`src/hw/clkout_map.svh`:
```
`ifndef CLKOUT_MAP_SVH
`define CLKOUT_MAP_SVH

`define AUX_CTRL_ADDR 8'h57
`define PLL_OVR_ADDR 8'h58
`define AUX_CTRL_RESET 8'h00
`define PLL_OVR_RESET 8'h00
`define READ_IDLE 8'h00

`define AUX_EN_BIT 7
`define AUX_SEL_MSB 2
`define AUX_SEL_LSB 0
`define OVR_EN_BIT 7
`define D_SEL_MSB 5
`define D_SEL_LSB 4
`define C_SEL_MSB 3
`define C_SEL_LSB 2
`define SE_SEL_BIT 1
`define PLL_EN_BIT 0

`define SEL_16UI 3'h0
`define SEL_32UI 3'h1
`define SEL_64UI 3'h2
`define SEL_TSTAMP 3'h3

`define DIV_OFF 2'h0
`define DIV_1 2'h1
`define DIV_2 2'h2
`define DIV_4 2'h3
`define LAST_DIV_1 2'h0
`define LAST_DIV_2 2'h1
`define LAST_DIV_4 2'h3
`define CNT_ZERO 2'h0
`define CNT_ONE 2'h1

`define NUM_PINS 6
`define PIN_PLL_EN 0
`define PIN_SE_REF 1
`define PIN_CFG0 2
`define PIN_CFG1 3
`define PIN_REF_CLK 4
`define PIN_TSTAMP 5

`endif

```
`src/hw/clkout_pkg.sv`:
```
package clkout_pkg;
    typedef logic [1:0] div_mode_type;
    typedef logic [7:0] reg_byte_type;
    typedef enum logic [1:0] {
        AUX_SRC_OFF,
        AUX_SRC_SER,
        AUX_SRC_TSTAMP
    } aux_src_type;
endpackage

```
`src/hw/tick_divider.sv`:
```
`timescale 1ns/1ps
`default_nettype none
`include "clkout_map.svh"

module tick_divider
    import clkout_pkg::*;
(
    input wire logic clk_i,
    input wire logic rst_n_i,
    input wire logic tick_i,
    input wire logic clr_i,
    input wire div_mode_type mode_i,
    output logic q_o
);

    div_mode_type mode_r;
    logic [1:0] cnt_r;
    logic [1:0] last;
    logic q_r;
    logic hit;

    assign q_o = q_r;

    // A toggle is due at this edge; a mode change waits for it, so a stop
    // never lands on a rising output and leaves it stuck high.
    assign hit = tick_i && mode_r != `DIV_OFF && cnt_r >= last;

    always_comb begin
        unique case (mode_r)
            `DIV_1: last = `LAST_DIV_1;
            `DIV_2: last = `LAST_DIV_2;
            default: last = `LAST_DIV_4;
        endcase
    end

    // A new mode is taken only while the output is low, so a ratio change
    // or a stop never cuts a high phase short or starts an extra one.
    always_ff @(posedge clk_i or negedge rst_n_i) begin
        if (!rst_n_i) begin
            mode_r <= `DIV_OFF;
        end else if (!q_r && !hit) begin
            mode_r <= mode_i;
        end
    end

    always_ff @(posedge clk_i or negedge rst_n_i) begin
        if (!rst_n_i) begin
            q_r <= 1'b0;
            cnt_r <= `CNT_ZERO;
        end else if (clr_i) begin
            q_r <= 1'b0;
            cnt_r <= `CNT_ZERO;
        end else if (tick_i && mode_r != `DIV_OFF) begin
            if (cnt_r >= last) begin
                q_r <= ~q_r;
                cnt_r <= `CNT_ZERO;
            end else begin
                cnt_r <= cnt_r + `CNT_ONE;
            end
        end
    end

endmodule
`default_nettype wire

```
`src/hw/clkout_ctrl.sv`:
```
`timescale 1ns/1ps
`default_nettype none
`include "clkout_map.svh"

module clkout_ctrl
    import clkout_pkg::*;
(
    input wire logic CLK_SYS_I,
    input wire logic RESETN_I,
    input wire logic [7:0] REG_ADDR_I,
    input wire logic [7:0] REG_WDATA_I,
    input wire logic REG_WE_I,
    input wire logic REG_RE_I,
    output logic [7:0] REG_RDATA_O,
    output logic REG_RVALID_O,
    input wire logic PLL_ENABLE_PIN_I,
    input wire logic SINGLE_ENDED_REF_PIN_I,
    input wire logic CLOCK_CONFIG_PIN0_I,
    input wire logic CLOCK_CONFIG_PIN1_I,
    input wire logic PLL_REF_CLOCK_I,
    input wire logic TIMESTAMP_INPUT_I,
    input wire logic SER_TICK_I,
    input wire logic SER_REINIT_I,
    output logic PLL_ENABLE_O,
    output logic SINGLE_ENDED_REF_SELECT_O,
    output logic REF_OUTPUT_C_O,
    output logic REF_OUTPUT_D_O,
    output logic AUX_CLOCK_OUTPUT_O
);

    // ----------------------------------------------------------------
    // Reset release
    // ----------------------------------------------------------------
    logic rst_meta_r;
    logic rst_n;

    always_ff @(posedge CLK_SYS_I or negedge RESETN_I) begin
        if (!RESETN_I) begin
            rst_meta_r <= 1'b0;
            rst_n <= 1'b0;
        end else begin
            rst_meta_r <= 1'b1;
            rst_n <= rst_meta_r;
        end
    end

    // ----------------------------------------------------------------
    // Pin synchronisers
    // ----------------------------------------------------------------
    logic [`NUM_PINS-1:0] pin_raw;
    logic [`NUM_PINS-1:0] pin_meta_r;
    logic [`NUM_PINS-1:0] pin_r;
    logic ref_prev_r;
    logic ref_tick;

    assign pin_raw[`PIN_PLL_EN] = PLL_ENABLE_PIN_I;
    assign pin_raw[`PIN_SE_REF] = SINGLE_ENDED_REF_PIN_I;
    assign pin_raw[`PIN_CFG0] = CLOCK_CONFIG_PIN0_I;
    assign pin_raw[`PIN_CFG1] = CLOCK_CONFIG_PIN1_I;
    assign pin_raw[`PIN_REF_CLK] = PLL_REF_CLOCK_I;
    assign pin_raw[`PIN_TSTAMP] = TIMESTAMP_INPUT_I;

    always_ff @(posedge CLK_SYS_I or negedge rst_n) begin
        if (!rst_n) begin
            pin_meta_r <= '0;
            pin_r <= '0;
            ref_prev_r <= 1'b0;
        end else begin
            pin_meta_r <= pin_raw;
            pin_r <= pin_meta_r;
            ref_prev_r <= pin_r[`PIN_REF_CLK];
        end
    end

    // Every edge of the reference is one tick, so toggling each tick is
    // divide by one.
    assign ref_tick = pin_r[`PIN_REF_CLK] ^ ref_prev_r;

    // ----------------------------------------------------------------
    // Registers
    // ----------------------------------------------------------------
    reg_byte_type aux_ctrl_r;
    reg_byte_type pll_ovr_r;

    // Reserved bits are stored and read back as written.
    always_ff @(posedge CLK_SYS_I or negedge rst_n) begin
        if (!rst_n) begin
            aux_ctrl_r <= `AUX_CTRL_RESET;
        end else if (REG_WE_I && REG_ADDR_I == `AUX_CTRL_ADDR) begin
            aux_ctrl_r <= REG_WDATA_I;
        end
    end

    always_ff @(posedge CLK_SYS_I or negedge rst_n) begin
        if (!rst_n) begin
            pll_ovr_r <= `PLL_OVR_RESET;
        end else if (REG_WE_I && REG_ADDR_I == `PLL_OVR_ADDR) begin
            pll_ovr_r <= REG_WDATA_I;
        end
    end

    always_ff @(posedge CLK_SYS_I or negedge rst_n) begin
        if (!rst_n) begin
            REG_RDATA_O <= `READ_IDLE;
            REG_RVALID_O <= 1'b0;
        end else begin
            REG_RVALID_O <= REG_RE_I;
            if (REG_RE_I) begin
                unique case (REG_ADDR_I)
                    `AUX_CTRL_ADDR: REG_RDATA_O <= aux_ctrl_r;
                    `PLL_OVR_ADDR: REG_RDATA_O <= pll_ovr_r;
                    default: REG_RDATA_O <= `READ_IDLE;
                endcase
            end
        end
    end

    // ----------------------------------------------------------------
    // PLL control source
    // ----------------------------------------------------------------
    logic ovr_en;
    logic pll_en_eff;
    logic se_sel_eff;
    div_mode_type c_pin;
    div_mode_type d_pin;
    div_mode_type c_eff;
    div_mode_type d_raw;
    div_mode_type d_eff;

    assign ovr_en = pll_ovr_r[`OVR_EN_BIT];
    // In pin mode the two config pins give C; D copies C when pin1 is set.
    assign c_pin = {pin_r[`PIN_CFG1], pin_r[`PIN_CFG0]};
    assign d_pin = pin_r[`PIN_CFG1] ? c_pin : `DIV_OFF;

    always_comb begin
        if (ovr_en) begin
            pll_en_eff = pll_ovr_r[`PLL_EN_BIT];
            se_sel_eff = pll_ovr_r[`SE_SEL_BIT];
            c_eff = pll_ovr_r[`C_SEL_MSB:`C_SEL_LSB];
            d_raw = pll_ovr_r[`D_SEL_MSB:`D_SEL_LSB];
        end else begin
            pll_en_eff = pin_r[`PIN_PLL_EN];
            se_sel_eff = pin_r[`PIN_SE_REF];
            c_eff = c_pin;
            d_raw = d_pin;
        end
    end

    assign d_eff = (c_eff == `DIV_OFF) ? `DIV_OFF : d_raw;

    always_ff @(posedge CLK_SYS_I or negedge rst_n) begin
        if (!rst_n) begin
            PLL_ENABLE_O <= 1'b0;
            SINGLE_ENDED_REF_SELECT_O <= 1'b0;
        end else begin
            PLL_ENABLE_O <= pll_en_eff;
            SINGLE_ENDED_REF_SELECT_O <= se_sel_eff;
        end
    end

    tick_divider c_div (
        .clk_i(CLK_SYS_I),
        .rst_n_i(rst_n),
        .tick_i(ref_tick),
        .clr_i(1'b0),
        .mode_i(c_eff),
        .q_o(REF_OUTPUT_C_O)
    );

    tick_divider d_div (
        .clk_i(CLK_SYS_I),
        .rst_n_i(rst_n),
        .tick_i(ref_tick),
        .clr_i(1'b0),
        .mode_i(d_eff),
        .q_o(REF_OUTPUT_D_O)
    );

    // ----------------------------------------------------------------
    // Auxiliary output
    // ----------------------------------------------------------------
    logic aux_en;
    logic [2:0] aux_sel;
    aux_src_type aux_src;
    div_mode_type aux_mode;
    logic ser_q;

    assign aux_en = aux_ctrl_r[`AUX_EN_BIT];
    assign aux_sel = aux_ctrl_r[`AUX_SEL_MSB:`AUX_SEL_LSB];

    // Reserved selects leave the output parked low.
    always_comb begin
        aux_src = AUX_SRC_OFF;
        aux_mode = `DIV_OFF;
        if (aux_en) begin
            unique case (aux_sel)
                `SEL_16UI: begin
                    aux_src = AUX_SRC_SER;
                    aux_mode = `DIV_1;
                end
                `SEL_32UI: begin
                    aux_src = AUX_SRC_SER;
                    aux_mode = `DIV_2;
                end
                `SEL_64UI: begin
                    aux_src = AUX_SRC_SER;
                    aux_mode = `DIV_4;
                end
                `SEL_TSTAMP: aux_src = AUX_SRC_TSTAMP;
                default: aux_src = AUX_SRC_OFF;
            endcase
        end
    end

    // One serializer tick is 8 UI, so half periods of 1, 2, 4 ticks
    // give 16, 32, 64 UI.
    tick_divider aux_div (
        .clk_i(CLK_SYS_I),
        .rst_n_i(rst_n),
        .tick_i(SER_TICK_I),
        .clr_i(SER_REINIT_I),
        .mode_i(aux_mode),
        .q_o(ser_q)
    );

    always_ff @(posedge CLK_SYS_I or negedge rst_n) begin
        if (!rst_n) begin
            AUX_CLOCK_OUTPUT_O <= 1'b0;
        end else if (aux_src == AUX_SRC_TSTAMP) begin
            AUX_CLOCK_OUTPUT_O <= pin_r[`PIN_TSTAMP];
        end else begin
            AUX_CLOCK_OUTPUT_O <= ser_q;
        end
    end
endmodule
`default_nettype wire

```
`config.mk`:
```
export PLATFORM = sky130hd
export DESIGN_NAME = clkout_ctrl
export DESIGN_NICKNAME = d
export VERILOG_FILES = /design/src/hw/clkout_pkg.sv /design/src/hw/tick_divider.sv /design/src/hw/clkout_ctrl.sv
export VERILOG_INCLUDE_DIRS = /design/src /design/src/hw
export SDC_FILE = /design/constraint.sdc
export NUM_CORES = 1
export LEC_CHECK = 0
export ABC_AREA = 0
export BUFFER_PORTS_ARGS = -buffer_cell sky130_fd_sc_hd__buf_2
export CAP_MARGIN = 10
export CORE_MARGIN = 4
export CORE_UTILIZATION = 50
export DETAILED_ROUTE_END_ITERATION = 12
export PLACE_DENSITY = 0.71
export SLEW_MARGIN = 20
export SYNTH_ARGS = -nofsm -noshare
export SYNTH_HDL_FRONTEND = slang
export SYNTH_SLANG_ARGS = --single-unit
```
`constraint.sdc`:
```
create_clock -name CLK_SYS_I -period 2.7 [get_ports CLK_SYS_I]
set_clock_uncertainty 0.15 [all_clocks]
set_input_delay 0.81 -clock CLK_SYS_I [delete_from_list [all_inputs] [get_ports CLK_SYS_I]]
set_output_delay 0.81 -clock CLK_SYS_I [all_outputs]
set_load 0.05 [all_outputs]
```
==> results of run 1 <==
Yosys cell counts:
library cell,count,area (sq um)
nor2b_1,1,6.260
nor4b_4,1,23.77
nand3_2,1,10.01
a22oi_1,8,60.06
mux2i_1,2,20.02
a21o_1,2,15.01
o21ai_0,12,60.06
nand2b_1,8,50.05
or3_1,3,18.77
conb_1,1,3.750
o22ai_1,9,56.30
nand3_4,1,17.52
a21oi_1,6,30.03
o31ai_1,1,7.510
inv_1,21,78.83
nor2_1,5,18.77
and4b_1,1,10.01
o2bb2ai_1,2,17.52
dfrtp_1,58,1451
nor3_1,2,10.01
mux2_2,22,247.7
nand2_1,12,45.04
clkbuf_1,1,3.750
and4bb_1,1,12.51
buf_1,1,3.750
ha_1,12,150.1
o21ba_2,1,10.01
xnor2_1,4,35.03
buf_2,1,5.000
final cells by class:
cell class / instances / area, sq um / share of cell area [%]
well taps: 67 / 83.83 / 2.826
clock buffers: 14 / 172.7 / 5.820
flip-flops and latches: 58 / 1453 / 48.97
repair buffers: 43 / 232.7 / 7.845
clock inverters: 2 / 10.01 / 0.3374
inverters: 21 / 78.83 / 2.657
multi-input cells: 118 / 935.9 / 31.55
worst min path at each step:
| stage | depth (start not counted) | start | end |
|---|---|---|---|
| floorplan | 0 | pin_meta_r[0] | pin_r[0] |
| global placement | 0 | rst_n | pll_ovr_r[3] |
| detailed placement | 0 | rst_n | pll_ovr_r[5] |
| CTS | 1 | RESETN_I | rst_meta_r |
| global route | 1 | RESETN_I | rst_n |
| finish | 0 | rst_n | pll_ovr_r[5] |
routing by layer:
metal / global-route usage (%) / share of wire, % / vias up
met2: 25.43 / 49 / 32
li1: - / - / 793
met5: 0 / 0 / -
met1: 19.62 / 46 / 807
met3: 3.670 / 3.9 / 6
met4: 8.916 / 1.4 / 0
cell families after synthesis:
family / count (synthesis) / share of synthesized area (%)
fa+ha+maj: 12 / 6.057
mux: 24 / 10.80
flops: 58 / 58.56
compound gates: 41 / 10.35
other cells: 1 / 0.1513
buf+inv: 24 / 3.685
xor+xnor: 4 / 1.413
simple gates: 36 / 8.986
flip-flops by register name, indices dropped and copies added, names as in the netlist, 2 cells and up:
| name | count |
|---|---|
| c_div.mode_r | 2 |
| pll_ovr_r | 8 |
| aux_div.mode_r | 2 |
| REG_RDATA_O | 8 |
| d_div.cnt_r | 2 |
| aux_div.cnt_r | 2 |
| aux_ctrl_r | 8 |
| pin_meta_r | 6 |
| d_div.mode_r | 2 |
| c_div.cnt_r | 2 |
| pin_r | 6 |
per-stage QoR:
| stage | setup slack (ns) | power, mW | hold WS [ns] | std cells | util, % |
|---|---|---|---|---|---|
| CTS | 0.4978 | 2.343 | 0.09482 | 323 | 62.39 |
| floorplan | 0.6837 | 1.481 | 0.1812 | 200 | - |
| finish | 0.5078 | 2.308 | 0.07578 | 323 | 62.39 |
| global placement | 0.4868 | 1.598 | 0.09060 | 307 | 58.55 |
| global route | 0.3507 | 2.476 | 0.09486 | 323 | 62.39 |
| detailed placement | 0.4436 | 1.625 | 0.09751 | 307 | 58.55 |
power by group:
group / internal, mW / switching, mW / leakage, nW
Sequential: 0.970 / 0.0763 / 0.747
Combinational: 0.252 / 0.301 / 0.587
Clock: 0.406 / 0.304 / 0.0965
Total: 1.63 / 0.680 / 1.43
cells in the final DEF (no fill, tap or decap), types with 2 or more instances in the layout:
cell / n
a21o_1: 2
a21oi_1: 6
a22oi_1: 8
buf_2: 41
clkbuf_1: 2
clkbuf_8: 12
clkinv_2: 2
dfrtp_1: 57
ha_1: 12
inv_1: 21
mux2_2: 22
mux2i_1: 2
nand2_1: 12
nand2b_1: 8
nor2_1: 5
nor3_1: 2
o21ai_0: 12
o22ai_1: 9
o2bb2ai_1: 2
or3_1: 3
xnor2_1: 4
critical path, delay by kind of cell (launching register included):
kind                       cells  cell delay [ns]
AOI/OAI and AO/OA              2             0.58
adders and majority gates      2             0.40
DFF                            1             0.36
muxes                          1             0.33
buffers and inverters          2             0.13
and+or+nand+nor                1             0.14
==> impl_metrics.tcl, run 1 <==
set metrics [dict create \
    post_cts_buffers 0 \
    finalHoldViolCount 0 \
    placementRows 25 \
    die_area_sq_um 6147 \
    fp.coreArea_sq_um 4755 \
    crit_path_top_delay_cell "dfrtp_1" \
    syn_to_final_growth_pct 19.69 \
    max_freq_mhz 456.2 \
    critical_path.cell_chain "inv_1 -> ha_1 -> inv_1 -> ha_1 -> nand2b_1 -> a21oi_1 -> o21ba_2 -> mux2_2" \
    io_buffer_count 41 \
    cts.sinks 58 \
    postSynthNetCount 240 \
    hpwlAfterDp_mm 3.257 \
    end_kind "flip-flop" \
    layout.nets 291 \
    cts_hold_buf 0 \
    antenna_cells 0 \
    r2r-end "aux_div.mode_r[0]" \
    fin_crit_sh_pct 81.19 \
    drt-total-wl_mm 4.286 \
    clockBufferDepth 2 \
    overflow 0 \
    cp.arrival_ns 2.25 \
    fillers 407 \
    die_h_microns 78.41 \
    crit_type "reg2reg" \
    r2r_setup_slack_ns 0.51 \
    worst_setup_path_startpoint "aux_div.mode_r[1]" \
    report.final.slew_viol_count 0 \
    min_period_ns 2.192 \
    cts_resized 0 \
    place.gp.congestion 0.6957 \
    ys_ff_latch 58 \
    setup-violations-final 0 \
    htree_levels 3 \
    ys_types 29 \
    hold_path_class "reg2async" \
    p_leak_nw 1.431 \
    yosysSeqAreaShare_pct 58.56 \
    vias_per_cell 5.071 \
    wl_per_cell_microns 13.27 \
    crit_required_ns 2.76 \
    vdd_drop_max_mv 0.5050 \
    io_pins 42 \
    drc 0 \
    drt_first_pass_iters 4 \
    synth_area_sq_um 2479 \
    crit_fanout 6 \
    first_global_vias 1677 \
    start_kind "flip-flop" \
    clkTransAtPathRegs_ns 0.06 \
    critPathMaxStageDelay_ns 0.36 \
    finalSetupTns_ns 0 \
    status "finished clean" \
    rr_startpoint "aux_div.mode_r[1]" \
    die_w_microns 78.41 \
    design_area_sq_um 2967 \
    antenna_found_initial 0 \
    clock-root-buffer "clkbuf_8" \
    grt_pass1_wl_mm 7.424 \
    clk_latency_ns 0.32 \
    start_util_pct 52.13 \
    drt_iter0_drc 63 \
    drv_cap 0 \
    antenna_left 0 \
    vias 1638 \
    final_layout_size_suffix_gt1_share_pct 32.81 \
    grt_usage_pct 15.80 \
    reg2reg_depth 8 \
    synth_cells 200 \
    avgSynthCellArea_sq_um 12.39 \
    postPlaceCellArea_sq_um 2784 \
    ys_warn_count 0 \
    grt_max_degree 36 \
    numCtsBuffers 9 \
    rsz0062_at_grt "no" \
    critPathCapture "aux_div.mode_r[0]" \
    cts_tree "built" \
    powerDensity_nw_per_um2 778.0 \
]
Note: power is estimated with default switching activity, not from simulation.
==> run 2, diff against run 1 <==
==> constraint.sdc (replaced) <==
create_clock -name CLK_SYS_I -period 2.07 [get_ports CLK_SYS_I]
set_clock_uncertainty 0.15 [all_clocks]
set_input_delay 0.621 -clock CLK_SYS_I [delete_from_list [all_inputs] [get_ports CLK_SYS_I]]
set_output_delay 0.621 -clock CLK_SYS_I [all_outputs]
set_load 0.05 [all_outputs]
==> impl_metrics.tcl, run 2 (synthesized netlist as in run 1, its figures left out) <==
set metrics [dict create \
    max_freq_mhz 498.4 \
    vias_per_cell 4.979 \
    final_cell_mix "dfrtp_1, buf_2, mux2_2" \
    finalHoldViolCount 0 \
    syn_to_final_growth_pct 21.40 \
    reg2reg_depth 6 \
    antenna_cells 0 \
    die_h_microns 78.41 \
    start_util_pct 52.13 \
    stdcell_count 327 \
    reg.largest.list "REG_RDATA_O (8), aux_ctrl_r (8), pll_ovr_r (8)" \
    r2r_setup_slack_ns 0.06 \
    dpl.cell_count 310 \
    start_kind "flip-flop" \
    crit_type "reg2reg" \
    p_leak_nw 1.454 \
    finalSetupTns_ns 0 \
    powerDensity_nw_per_um2 1024 \
    io_pins 42 \
    drt-total-wl_mm 4.343 \
    final_util_pct 63.29 \
    die_area_sq_um 6147 \
    crit_fanout 4 \
    vdd_drop_max_mv 0.6738 \
    rr_startpoint "d_div.mode_r[0]" \
    clockBufferDepth 2 \
    end_kind "flip-flop" \
    clkTransAtPathRegs_ns 0.06 \
    placementRows 25 \
    antenna_found_initial 0 \
    p_total_mw 3.082 \
    crit_required_ns 2.12 \
    grt_max_degree 38 \
    hpwlAfterDp_mm 3.111 \
    layout.nets 296 \
    vias 1628 \
    htree_levels 3 \
    cp.arrival_ns 2.06 \
    report.final.slew_viol_count 0 \
    io_buffer_count 41 \
    cts.sinks 58 \
    place.gp.congestion 0.7815 \
    drv_cap 0 \
    fin_crit_sh_pct 96.94 \
    fp.coreArea_sq_um 4755 \
    wl_per_cell_microns 13.28 \
    cts_tree "built" \
    r2r-end "d_div.mode_r[0]" \
    drt_iter0_drc 60 \
    min_period_ns 2.007 \
    mostFrequentLayoutCell "dfrtp_1" \
    hold_slack_ns 0.06407 \
    numCtsBuffers 9 \
    first_global_vias 1703 \
    final_layout_size_suffix_gt1_share_pct 35.38 \
    die_w_microns 78.41 \
    drt_first_pass_iters 4 \
    clock-root-buffer "clkbuf_8" \
    drc 0 \
    grt_usage_pct 15.88 \
    setup-violations-final 0 \
    antenna_left 0 \
    overflow 0 \
    hold_path_class "reg2async" \
    grt_pass1_wl_mm 7.583 \
    status "finished clean" \
    clk_latency_ns 0.32 \
]
run 2: cell types whose count changed in the layout (fill, tap and decap cells not counted), sizes merged:
| cell | delta |
|---|---|
| buf | +4 |
| clkbuf | -2 |
| clkinv | +1 |
| dlygate4sd3 | +1 |
run 2: final cells by class:
cell class                      instances  area [sq um]
Inverter                               21         78.83
Clock buffer                           12         155.1
Sequential cell                        58          1453
Fill cell                             399          1745
Timing Repair Buffer                   48         272.8
Tap cell                               67         83.83
Clock inverter                          3         15.01
Multi-Input combinational cell        118         950.9
run 2: power by group:
group / leakage, nW / switching [mW] / internal [mW]
Clock: 0.0920 / 0.405 / 0.487
Combinational: 0.615 / 0.426 / 0.395
Sequential: 0.747 / 0.104 / 1.27
run 2: worst max-delay path by stage:
stage / startpoint / to / slack (ns) / cells past startpoint
final: d_div.mode_r[0] / d_div.mode_r[0] / 0.06 / 6
after global routing: c_div.mode_r[1] / c_div.mode_r[0] / -0.002 / 9
after CTS: d_div.mode_r[1] / d_div.mode_r[0] / 0.02 / 8
after detailed placement: d_div.mode_r[1] / d_div.mode_r[0] / -0.03 / 8
after global placement: d_div.mode_r[1] / d_div.mode_r[1] / 0.06 / 8
after floorplan: aux_div.mode_r[1] / aux_div.mode_r[0] / 0.07 / 8
run 2: routing by layer:
| layer | up-vias | track usage (%) | part of all wire, % |
|---|---|---|---|
| met1 | 789 | 20.27 | 46 |
| met2 | 28 | 25.09 | 48 |
| met5 | - | 0 | 0 |
| li1 | 807 | - | - |
| met4 | 0 | 8.916 | 1.4 |
| met3 | 4 | 3.440 | 3.8 |
run 2: timing repair:
| action | 4_1_cts | 5_1_grt |
|---|---|---|
| gates resized for setup | 1 | 4 |
| pin swaps | 0 | 4 |
| hold buffers | 1 | 0 |
| setup buffers | 0 | 1 |
| endpoints found under the setup margin | 2 | 5 |
| endpoints found under the hold margin | 2 | 0 |
run 2: worst max-delay path: stages (launching register included):
cell and delay [ns]:
dfrtp_1 0.37, inv_1 0.05, ha_1 0.29, ha_1 0.27, a21o_1 0.22, a21oi_2 0.17
mux2_2 0.35
run 2: through the flow:
stage                     area [sq um]  setup slack [ns]
final                             3009           0.06340
after floorplan                   2479           0.06983
after global routing              3009         -0.001802
after global placement            2806           0.06045
after CTS                         2990           0.01893
after detailed placement          2806          -0.02913
==> run 3, diff against run 2 <==
--- a/config.mk
+++ b/config.mk
@@ -9,10 +9,13 @@
 export ABC_AREA = 0
 export BUFFER_PORTS_ARGS = -buffer_cell sky130_fd_sc_hd__buf_2
 export CAP_MARGIN = 10
+export CELL_PAD_IN_SITES_DETAIL_PLACEMENT = 0
+export CELL_PAD_IN_SITES_GLOBAL_PLACEMENT = 1
 export CORE_MARGIN = 4
-export CORE_UTILIZATION = 50
+export CORE_UTILIZATION = 44
+export CTS_CLUSTER_DIAMETER = 60
 export DETAILED_ROUTE_END_ITERATION = 12
-export PLACE_DENSITY = 0.71
+export PLACE_DENSITY = 0.77
 export SLEW_MARGIN = 20
 export SYNTH_ARGS = -nofsm -noshare
 export SYNTH_HDL_FRONTEND = slang
==> impl_metrics.tcl, run 3 (synthesized netlist as in run 1, its figures left out) <==
set metrics [dict create \
    die_w_microns 83.06 \
    setup-violations-final 0 \
    io_pins 42 \
    worstMarginPinSlew_ns 0.5463 \
    drt-total-wl_mm 4.396 \
    wl_per_cell_microns 13.12 \
    antenna_left 0 \
    end_kind "flip-flop" \
    antenna_cells 0 \
    status "finished clean" \
    numCtsBuffers 9 \
    dpl.cell_count 317 \
    drv_cap 0 \
    place.gp.congestion 0.7343 \
    drt_iter0_drc 80 \
    htree_levels 3 \
    hold_path_class "reg2async" \
    die_area_sq_um 6898 \
    start_util_pct 45.29 \
    mostFrequentLayoutCell "dfrtp_1" \
    clk_latency_ns 0.32 \
    start_kind "flip-flop" \
    grt_usage_pct 14.03 \
    io_buffer_count 41 \
    clock-root-buffer "clkbuf_8" \
    min_period_ns 1.981 \
    final_layout_size_suffix_gt1_share_pct 36.50 \
    vdd_drop_max_mv 0.5324 \
    fin_crit_sh_pct 95.70 \
    crit_required_ns 2.13 \
    p_leak_nw 1.488 \
    clkTransAtPathRegs_ns 0.06 \
    clockBufferDepth 2 \
    max_freq_mhz 504.8 \
    cts.sinks 58 \
    relSlewSlack_pct 63.58 \
    hpwlAfterDp_mm 3.113 \
    placementRows 27 \
    reg.largest.list "REG_RDATA_O (8), aux_ctrl_r (8), pll_ovr_r (8)" \
    vias_per_cell 4.884 \
    first_global_vias 1689 \
    fp.coreArea_sq_um 5473 \
    vias 1636 \
    grt_pass1_wl_mm 7.714 \
    cp.arrival_ns 2.04 \
    drc 0 \
    hold_slack_ns 0.1062 \
    cts_tree "built" \
    layout.nets 298 \
    finalHoldViolCount 0 \
    crit_type "reg2reg" \
    final_cell_mix "dfrtp_1, buf_2, inv_1, mux2_2" \
    stdcell_count 335 \
    drt_first_pass_iters 4 \
    grt_max_degree 33 \
    die_h_microns 83.06 \
    antenna_found_initial 0 \
    report.final.slew_viol_count 0 \
    powerDensity_nw_per_um2 1062 \
    crit_fanout 4 \
    syn_to_final_growth_pct 24.28 \
    overflow 0 \
]
## run 3: cell count changes in the layout (fill, tap and decap cells not counted)
cell	before	now
nand2b_4	0	2
nand2b_1	8	6
inv_1	20	19
mux2_2	21	19
clkinv_2	3	1
buf_4	5	7
mux2_4	1	3
bufinv_16	0	1
inv_2	1	2
clkbuf_1	1	3
## run 3: worst paths after layout
path | cells after the start | from | end | slack [ns]
min reg2reg | 0 | rst_n | aux_div.cnt_r[1] | 0.11
min in group CLK_SYS_I | 0 | pin_meta_r[5] | pin_r[5] | 0.19
min | 0 | rst_n | aux_div.cnt_r[1] | 0.11
max reg2reg | 8 | d_div.mode_r[1] | d_div.mode_r[1] | 0.09
max | 8 | d_div.mode_r[1] | d_div.mode_r[1] | 0.09
max in group asynchronous | 1 | rst_n | REG_RDATA_O[2] | 1.11
## run 3: metrics by stage
step / power (mW) / setup slack (ns) / utilization [%] / instance area [sq um] / TNS, ns
2_1_floorplan: 1.932 / 0.06983 / - / 2479 / 0
4_1_cts: 3.202 / 0.03492 / 55.60 / 3043 / 0
3_5_place_dp: 2.132 / -0.006346 / 51.67 / 2828 / -0.009672
6_report: 3.270 / 0.08910 / 56.29 / 3080 / 0
3_3_place_gp: 2.118 / 0.06022 / 51.67 / 2828 / 0
5_1_grt: 3.493 / -0.003121 / 56.29 / 3080 / -0.005212
## run 3: power by group
| group | leakage [nW] | total (mW) | switching, mW | internal [mW] |
|---|---|---|---|---|
| Clock | 0.101 | 1.03 | 0.407 | 0.621 |
| Combinational | 0.641 | 0.868 | 0.431 | 0.437 |
| Sequential | 0.747 | 1.37 | 0.108 | 1.27 |
| Total | 1.49 | 3.27 | 0.946 | 2.32 |
## run 3: per-layer routing
| metal | wire (microns) | global-route usage (%) | up-vias |
|---|---|---|---|
| met5 | 0 | 0 | - |
| met4 | 88 | 7.578 | 0 |
| met3 | 276 | 4.563 | 10 |
| met2 | 1873 | 19.97 | 41 |
| met1 | 2158 | 18.92 | 773 |
| li1 | - | - | 812 |
## run 3: critical path: stages (launching register included)
cell,delay (ns)
dfrtp_1,0.39
inv_2,0.06
ha_1,0.13
inv_1,0.04
ha_1,0.26
nand2b_4,0.13
a21o_1,0.19
a21oi_2,0.20
mux2_4,0.31
## run 3: what timing repair did
action,CTS,global route
pin swaps,0,5
setup endpoints to repair,3,7
endpoints found under the hold margin,2,0
buffers inserted,0,1
gates resized for setup,2,8
hold buffers,1,0
## run 3: cell type report
cell class,count,area [sq um]
Tap cell,72,90.09
Sequential cell,58,1453
Clock inverter,2,35.03
Fill cell,493,2392
Multi-Input combinational cell,118,973.4
Inverter,21,78.83
Timing Repair Buffer,50,287.8
Clock buffer,14,162.7
